==> config.mk <==
export PLATFORM = sky130hd
export DESIGN_NAME = return_and_rotate_carry_exec
export DESIGN_NICKNAME = d
export VERILOG_FILES = /design/src/logic/ret_rot_pkg.sv /design/src/logic/return_and_rotate_carry_exec.sv
export SDC_FILE = /design/constraint.sdc
export NUM_CORES = 1
export LEC_CHECK = 0
export ABC_AREA = 1
export BUFFER_PORTS_ARGS = -buffer_cell sky130_fd_sc_hd__buf_2
export CAP_MARGIN = 20
export CELL_PAD_IN_SITES_DETAIL_PLACEMENT = 1
export CELL_PAD_IN_SITES_GLOBAL_PLACEMENT = 2
export CORE_ASPECT_RATIO = 0.8
export CORE_MARGIN = 5
export CORE_UTILIZATION = 29
export DETAILED_ROUTE_END_ITERATION = 10
export PLACE_DENSITY = 0.84
export SETUP_SLACK_MARGIN = 0.1
export SYNTH_ARGS = -nofsm -noshare
export SYNTH_HDL_FRONTEND = slang
export SYNTH_SLANG_ARGS = --single-unit
==> constraint.sdc <==
create_clock -name clk_in -period 3.45 [get_ports clk_in]
set_clock_uncertainty 0.15 [all_clocks]
set_input_delay 0.1725 -clock clk_in [delete_from_list [all_inputs] [get_ports clk_in]]
set_output_delay 0.1725 -clock clk_in [all_outputs]
set_load 0.01 [all_outputs]
==> src/logic/ret_rot_pkg.sv <==
// Constants and types for the return and rotate-through-carry execution block
package ret_rot_pkg;
  localparam int PC_WIDTH = 21;
  localparam int BANK_WIDTH = 4;
  localparam logic [15:0] RET_PATTERN = 16'h0012;
  localparam logic [15:0] RET_MASK = 16'hfffe;
  localparam logic [15:0] ROT_PATTERN = 16'h3400;
  localparam logic [15:0] ROT_MASK = 16'hfc00;
  localparam int RESTORE_POS = 0;
  localparam int DEST_POS = 9;
  localparam int BANK_POS = 8;
  localparam logic [7:0] INDEXED_LIMIT = 8'h5f;
  localparam int CARRY_POS = 0;
  localparam int ZERO_POS = 2;
  localparam int NEG_POS = 4;
  localparam logic [7:0] ROT_FLAG_MASK = 8'h15;
  localparam logic [7:0] ALL_FLAG_MASK = 8'hff;
  localparam logic [1:0] PHASE_Q1 = 2'h0;
  localparam logic [1:0] PHASE_Q2 = 2'h1;
  localparam logic [1:0] PHASE_Q3 = 2'h2;
  localparam logic [1:0] PHASE_Q4 = 2'h3;
  localparam logic [7:0] BYTE_RESET = 8'h00;
  localparam logic [15:0] INSTR_RESET = 16'h0000;

  typedef enum logic [1:0] {
    OP_NONE = 2'b00,
    OP_RET = 2'b01,
    OP_RET_NOP = 2'b10,
    OP_ROT = 2'b11
  } op_type;

  typedef enum logic [1:0] {
    ADDR_ACCESS = 2'b00,
    ADDR_BANKED = 2'b01,
    ADDR_INDEXED = 2'b10
  } addr_mode_type;

  typedef struct packed {
    logic en;
    logic [7:0] value;
  } byte_write_type;

  typedef struct packed {
    logic en;
    logic [BANK_WIDTH-1:0] value;
  } bank_write_type;
endpackage : ret_rot_pkg

==> src/logic/return_and_rotate_carry_exec.sv <==
// Execution of return-from-subroutine and rotate-left-through-carry
`timescale 1ns/1ps
// Overview of operation
// - A return pops the stack and loads the stack top entry into the PC, leaving both PC latches alone.
// - A return with restore bit 1 copies the three shadow registers into working, flags and bank select.
// - A return with restore bit 0 touches neither working, flags nor bank select, and changes no flag.
// - The return is decoded as the word 0000 0000 0001 001 plus the restore bit at bit 0.
// - The return takes two cycles, popping into the PC in phase four of the first and idling in the second.
// - The rotate (prefix 0011 01) shifts the operand left, bit 7 to carry and old carry to bit 0.
// - Rotate destination bit 0 writes the working register, 1 writes the operand file register.
// - Rotate bank bit 0 addresses the access bank, 1 uses the bank select register.
// - With the extended set on, bank bit 0 and address up to 95 the rotate uses indexed literal offset.
module return_and_rotate_carry_exec
  import ret_rot_pkg::*;
(
  input wire logic clk_in,
  input wire logic resetn_in,
  input wire logic [15:0] instr_in,
  input wire logic instr_valid_in,
  input wire logic ext_set_en_in,
  input wire logic [PC_WIDTH-1:0] stack_top_entry_in,
  input wire logic [7:0] working_shadow_in,
  input wire logic [7:0] flags_shadow_in,
  input wire logic [BANK_WIDTH-1:0] bank_select_shadow_in,
  input wire logic [BANK_WIDTH-1:0] bank_select_reg_in,
  input wire logic carry_in,
  input wire logic [7:0] file_data_in,
  output logic [1:0] phase_out,
  output logic busy_out,
  output logic pc_load_out,
  output logic [PC_WIDTH-1:0] pc_value_out,
  output logic stack_pop_out,
  output byte_write_type working_wr_out,
  output byte_write_type flags_wr_out,
  output logic [7:0] flags_mask_out,
  output bank_write_type bank_select_wr_out,
  output logic file_rd_out,
  output logic [7:0] file_addr_out,
  output logic [BANK_WIDTH-1:0] file_bank_out,
  output addr_mode_type addr_mode_out,
  output byte_write_type file_wr_out
);

  function automatic addr_mode_type pick_mode(input logic bank_bit,
                                              input logic ext_on,
                                              input logic [7:0] addr);
    if (bank_bit) begin
      return ADDR_BANKED;
    end
    if (ext_on && (addr <= INDEXED_LIMIT)) begin
      return ADDR_INDEXED;
    end
    return ADDR_ACCESS;
  endfunction : pick_mode

  op_type op;
  op_type next_op;
  logic [15:0] instr;
  logic [7:0] operand;
  logic carry_saved;
  logic [7:0] result;

  wire logic at_q1 = (phase_out == PHASE_Q1);
  wire logic at_q2 = (phase_out == PHASE_Q2);
  wire logic at_q3 = (phase_out == PHASE_Q3);
  wire logic at_q4 = (phase_out == PHASE_Q4);
  wire logic is_ret = ((instr_in & RET_MASK) == RET_PATTERN);
  wire logic is_rot = ((instr_in & ROT_MASK) == ROT_PATTERN);
  wire logic restore = instr[RESTORE_POS];
  wire logic dest_file = instr[DEST_POS];
  wire logic [7:0] rot_value = {operand[6:0], carry_in};
  wire addr_mode_type next_mode =
    pick_mode(instr_in[BANK_POS], ext_set_en_in, instr_in[7:0]);

  // A return swallows the next slot, so the word offered then is dropped
  assign next_op = (op == OP_RET) ? OP_RET_NOP :
                   !instr_valid_in ? OP_NONE :
                   is_ret ? OP_RET :
                   is_rot ? OP_ROT : OP_NONE;

  always_ff @(posedge clk_in or negedge resetn_in) begin
    if (!resetn_in) begin
      phase_out <= PHASE_Q1;
    end else begin
      phase_out <= phase_out + 2'h1;
    end
  end

  // Decode during Q1
  always_ff @(posedge clk_in or negedge resetn_in) begin
    if (!resetn_in) begin
      op <= OP_NONE;
      busy_out <= 1'b0;
      instr <= INSTR_RESET;
      file_addr_out <= BYTE_RESET;
      file_bank_out <= '0;
      addr_mode_out <= ADDR_ACCESS;
    end else if (at_q1) begin
      op <= next_op;
      busy_out <= (op == OP_RET);
      if (op != OP_RET) begin
        instr <= instr_in;
        file_addr_out <= instr_in[7:0];
        file_bank_out <= bank_select_reg_in;
        addr_mode_out <= next_mode;
      end
    end
  end

  // Operand read in Q2, processing in Q3
  always_ff @(posedge clk_in or negedge resetn_in) begin
    if (!resetn_in) begin
      file_rd_out <= 1'b0;
      operand <= BYTE_RESET;
      carry_saved <= 1'b0;
      result <= BYTE_RESET;
    end else begin
      file_rd_out <= at_q1 && (next_op == OP_ROT);
      if (at_q2 && op == OP_ROT) begin
        operand <= file_data_in;
      end
      // Result settles on the Q3 edge so the Q4 write carries this carry
      if (at_q3 && op == OP_ROT) begin
        carry_saved <= carry_in;
        result <= rot_value;
      end
    end
  end

  // Write-back strobes leave on the Q4 edge and stand for one clock
  always_ff @(posedge clk_in or negedge resetn_in) begin
    if (!resetn_in) begin
      pc_load_out <= 1'b0;
      pc_value_out <= '0;
      stack_pop_out <= 1'b0;
      working_wr_out <= '0;
      flags_wr_out <= '0;
      flags_mask_out <= BYTE_RESET;
      bank_select_wr_out <= '0;
      file_wr_out <= '0;
    end else begin
      pc_load_out <= at_q4 && op == OP_RET;
      stack_pop_out <= at_q4 && op == OP_RET;
      if (at_q4 && op == OP_RET) begin
        pc_value_out <= stack_top_entry_in;
      end
      working_wr_out.en <= at_q4 && ((op == OP_RET && restore) ||
                           (op == OP_ROT && !dest_file));
      working_wr_out.value <= (op == OP_RET) ? working_shadow_in : result;
      file_wr_out.en <= at_q4 && op == OP_ROT && dest_file;
      file_wr_out.value <= result;
      bank_select_wr_out.en <= at_q4 && op == OP_RET && restore;
      bank_select_wr_out.value <= bank_select_shadow_in;
      flags_wr_out.en <= at_q4 && ((op == OP_RET && restore) ||
                         op == OP_ROT);
      if (op == OP_RET) begin
        flags_wr_out.value <= flags_shadow_in;
        flags_mask_out <= ALL_FLAG_MASK;
      end else begin
        flags_wr_out.value <= BYTE_RESET;
        flags_wr_out.value[CARRY_POS] <= operand[7];
        flags_wr_out.value[ZERO_POS] <= (result == BYTE_RESET);
        flags_wr_out.value[NEG_POS] <= result[7];
        flags_mask_out <= ROT_FLAG_MASK;
      end
    end
  end
endmodule : return_and_rotate_carry_exec
# ---- Word-level counts from Yosys, hierarchy flattened
# Cells that the tools add are included.
dict set report totals {
  regBits 108
  in_bits 74
  elab_cells 64
  out_inout_bits 81
}
dict set report classes {
  n_eq_ne 9
  n_lt_le_gt_ge 1
  addsub 1
  n_reduce_logical 18
  muxes 14
}
# operator count
set op_table {}
lappend op_table {{2-to-1 mux 8 bit} 3}
lappend op_table {{2-to-1 mux 2 bit} 8}
lappend op_table {{== test 15 x 4 -> 1 bit, second input constant} 1}
lappend op_table {{logical AND 1 bit} 12}
lappend op_table {{== test 2 bit, second input constant} 4}
lappend op_table {{less-or-equal comparator 8 x 7 -> 1 bit, second input constant} 1}
lappend op_table {{zero test 8 bit} 1}
lappend op_table {{== test 6 x 4 -> 1 bit, second input constant} 1}
lappend op_table {{== test 2 x 1 -> 1 bit, second input constant} 2}
lappend op_table {{2-to-1 mux 1 bit} 3}
lappend op_table {{adder 2 x 1 -> 2 bit, second input constant} 1}
lappend op_table {{zero test 2 bit} 1}
lappend op_table {{logical OR 1 bit} 2}
lappend op_table {{!= test 2 x 1 -> 1 bit, second input constant} 1}
lappend op_table {{AND reduction 2 bit} 1}
lappend op_table {{zero test 1 bit} 1}

# ---- Depth between registers and ports, before layout
dict set report logic_depth {
  depth_word 7
  ltp_mapped 8
  mapped_depth_nobuf 8
}

# ---- Worst setup path before layout
# Ideal clock, no wire load.
dict set report synth_path {
  path_type {register to register}
  from {register phase_out[0]}
  to {register addr_mode_out[1]}
  path_buffers 1
  synth_period_minus_slack_ps 1538
  setup_time_ps 125
  arrival_ps 1263
  path_stages_with_launch 9
  slack_ps 1912
  t_required_ps 3175
  cell_sequence {dfrtp_1 inv_1 ha_1 inv_1 nor2_4 inv_4 buf_6 nand2_1 nand2_1}
}
dict set report synth_via {
  elab_chain_len 2
}
# item line_no
set synth_lines {}
lappend synth_lines {{start, declared} return_and_rotate_carry_exec.sv:28} ;# output logic [1:0] phase_out,
lappend synth_lines {{start signal, assigned} return_and_rotate_carry_exec.sv:85} ;# phase_out <= phase_out + 2'h1;
lappend synth_lines {{zero test 2 bit} return_and_rotate_carry_exec.sv:63} ;# wire logic at_q1 = (phase_out == PHASE_Q1);
lappend synth_lines {{AND reduction 2 bit (no line)} --}
lappend synth_lines {{end signal, assigned} return_and_rotate_carry_exec.sv:105} ;# addr_mode_out <= next_mode;
lappend synth_lines {{end, declared} return_and_rotate_carry_exec.sv:40} ;# output addr_mode_type addr_mode_out,
# Every way passes these cells.
# A chain may end at the register's enable or synchronous reset.

# ---- Final worst setup path
dict set report layout_path {
  from {register phase_out[0]}
  to {register op[0]}
}
dict set report layout_via {
  elab_chain_len 1
}
# item line_no
set layout_lines {}
lappend layout_lines {{zero test 2 bit} return_and_rotate_carry_exec.sv:63}
lappend layout_lines {{end signal, assigned} return_and_rotate_carry_exec.sv:99} ;# op <= next_op;
lappend layout_lines {{end, declared} return_and_rotate_carry_exec.sv:56} ;# op_type op;
# Every way passes these cells.

==> metrics <==
LEAKAGE=2.91 nW; Hold Path Depth=6; Arrival @ worst endpoint=1.99 ns; design area=5350 um2; Unique masters post-synth=22; DP Wirelength=7090 um; Crit Path Class=reg2reg; most frequent cells in the layout=buf_2, nand2_1, dfrtp_1; synthesized netlist net count=444; first-pass GRT wire length=16300 um; clk_lat worst skew=0.34 ns; number of synthesized register bits=93; grt total ovfl=0; worst stage delay on the critical path=0.41 ns; Avg Inst Size Synth=9.76 um2; Antenna Cells=0; worst hold-check path type=in2reg; hold slack final=0.111 ns; TritonCTS Sinks=93; vias per cell=4.22; cts hold-fix bufs=67; leading cell type in the layout, fill and taps excluded=buf_2; CTS Buf Count=9; DR iter-0 viols=155; Crit path buffers/inverters=3; Placed Instances=647; Initial Utilization=29.5%; placed cell area=4360 um2; power density over cell area=452 nW/um2; Die H=109 um; clock transition at the registers of the reported paths=0.07 ns; main area contributors after synthesis=dfrtp_1, nand2_1, buf_4, nor2_1, inv_1; MaxCap Viol Count=0; Core Util, Final=44.2%; Finished Layout Cells=730; synthesized instance count=366; number of global-route vias before repair=3318; CP Cell Sequence=inv_1, ha_1, inv_1, nor2_4, inv_4, nor2_1, nand2_1, nand2_1; Final Critical Period=1.87 ns; Post-Syn Area=3570 um2; largest net degree at the start of global routing=94; Via Count=3079; drt wl/cell=14.2 um; H-tree Lvls=3; Worst EP required=3.57 ns; pre-CTS setup slack=1.55 ns; Placer Congestion=0.822; initial antenna violation count=0; Chip Width=134 um; VDD IR max=0.254 mV; cell family with most CP delay=simple AND/OR/NAND/NOR gates; slowest cell on the critical path=dfrtp_1; fin crit share=54.2%; final setup violation count=0; worst-case reg-to-reg path depth=8; die area=14700 um2; PostCTS Resize Cnt=0; Synth top area share=65.1%; drt drc=0; CTS tree=built; status=complete, no violations; yosys warns=0; Total Routed Length=10400 um; Critical Path Start Type=flip-flop; Yosys top cell by area=dfrtp_1; Rows=36; layout cell share with drive strength beyond 1=31.1%; RSZ-0062 raised after global routing=false; DRT antenna net count=0; Pins Over Slew Limit=0; Final Hold Viols=0; total power=2.42 mW; Bufs on Longest Clock Path=2; Max FO, Critical Path=18; Floorplan Core Area=12100 um2; Ports=155; NumNets Final=651; Root Driver=clkbuf_16; sequential-to-total area share from yosys stat=65.1%; worst setup margin=1.58 ns; TNS Setup=0 ns; Layout area overhead=49.8%; IO Port Bufs=154; crit end category=flip-flop; 1st-pass router iterations=4; Levels on crit path=8; Post CTS Setup Buffer Count=0; maximum achievable frequency=535 MHz; Total Routing Usage GR=14.2%
==> state kept, by name, summed over array words and instances (netlist names) <==
register            cells
pc_value_out           21
file_wr_out             9
flags_wr_out            9
working_wr_out          9
operand                 8
result                  8
file_addr_out           7
bank_select_wr_out      5
file_bank_out           4
addr_mode_out           2
flags_mask_out          2
instr                   2
op                      2
phase_out               2
busy_out                1
file_rd_out             1
stack_pop_out           1
==> tightest hold or removal path, cell delays in order <==
cell and delay, ns:
buf_2 0.09, nor2_1 0.05, nand2_1 0.09, inv_1 0.06
nand4_1 0.06, inv_1 0.04
==> per-layer routing <==
metal / track usage, % / vias up / wire length (um)
met5: 0 / - / 0
met4: 4.36 / 0 / 150
li1: - / 1502 / -
met2: 24.4 / 86 / 5110
met1: 17.3 / 1478 / 4540
met3: 4.24 / 13 / 591
==> area by class of cell <==
type	count	area (um2)
Inverter	32	123
Clock buffer	9	225
Fill cell	1407	6760
Clock inverter	7	96.3
Timing Repair Buffer	222	1460
Multi-Input combinational cell	215	928
Sequential cell	93	2330
Tap cell	152	190
==> path summary, 6_finish.rpt <==
check / start / slack [ns] / endpoint
min in group asynchronous: resetn_in / 0.29 / flags_wr_out[6]$_DFF_PN0_
hold reg to reg: result[6]$_DFFE_PN0P_ / 0.26 / file_wr_out[6]$_DFF_PN0_
setup reg to reg: phase_out[0]$_DFF_PN0_ / 1.58 / op[0]$_DFFE_PN0N_
hold / removal: instr_in[15] / 0.11 / file_rd_out$_DFF_PN0_
max in group asynchronous: resetn_in / 2.50 / file_rd_out$_DFF_PN0_
setup / recovery: phase_out[0]$_DFF_PN0_ / 1.58 / op[0]$_DFFE_PN0N_
==> synth_stat cells (all sizes together) <==
cell	count
mux2	2
nand4	2
dfrtp	93
o21ai	16
inv	32
buf	26
conb	1
nor2	33
ha	4
o21a	1
or2	1
a21oi	8
o22ai	1
o2111ai	1
nand2	145
==> power breakdown <==
| group | leakage, nW | total (mW) | switching [mW] | internal [mW] |
|---|---|---|---|---|
| logic | 1.63 | 0.221 | 0.102 | 0.119 |
| clock network | 0.160 | 1.06 | 0.417 | 0.639 |
| registers | 1.12 | 1.14 | 0.0172 | 1.13 |
| total | 2.91 | 2.42 | 0.536 | 1.88 |
==> kinds of logic (layout without fill, tap and decap cells) <==
kind of cell / after synthesis / in the layout / share of synthesized area, %
buf+inv: 58 / 270 / 8.89
simple gates: 181 / 181 / 19.9
flops: 93 / 93 / 65.1
compound gates: 27 / 27 / 3.99
mux: 2 / 2 / 0.630
other cells: 1 / 1 / 0.105
fa+ha+maj: 4 / 4 / 1.40
No activity file was read; power rests on OpenSTA's default activity.
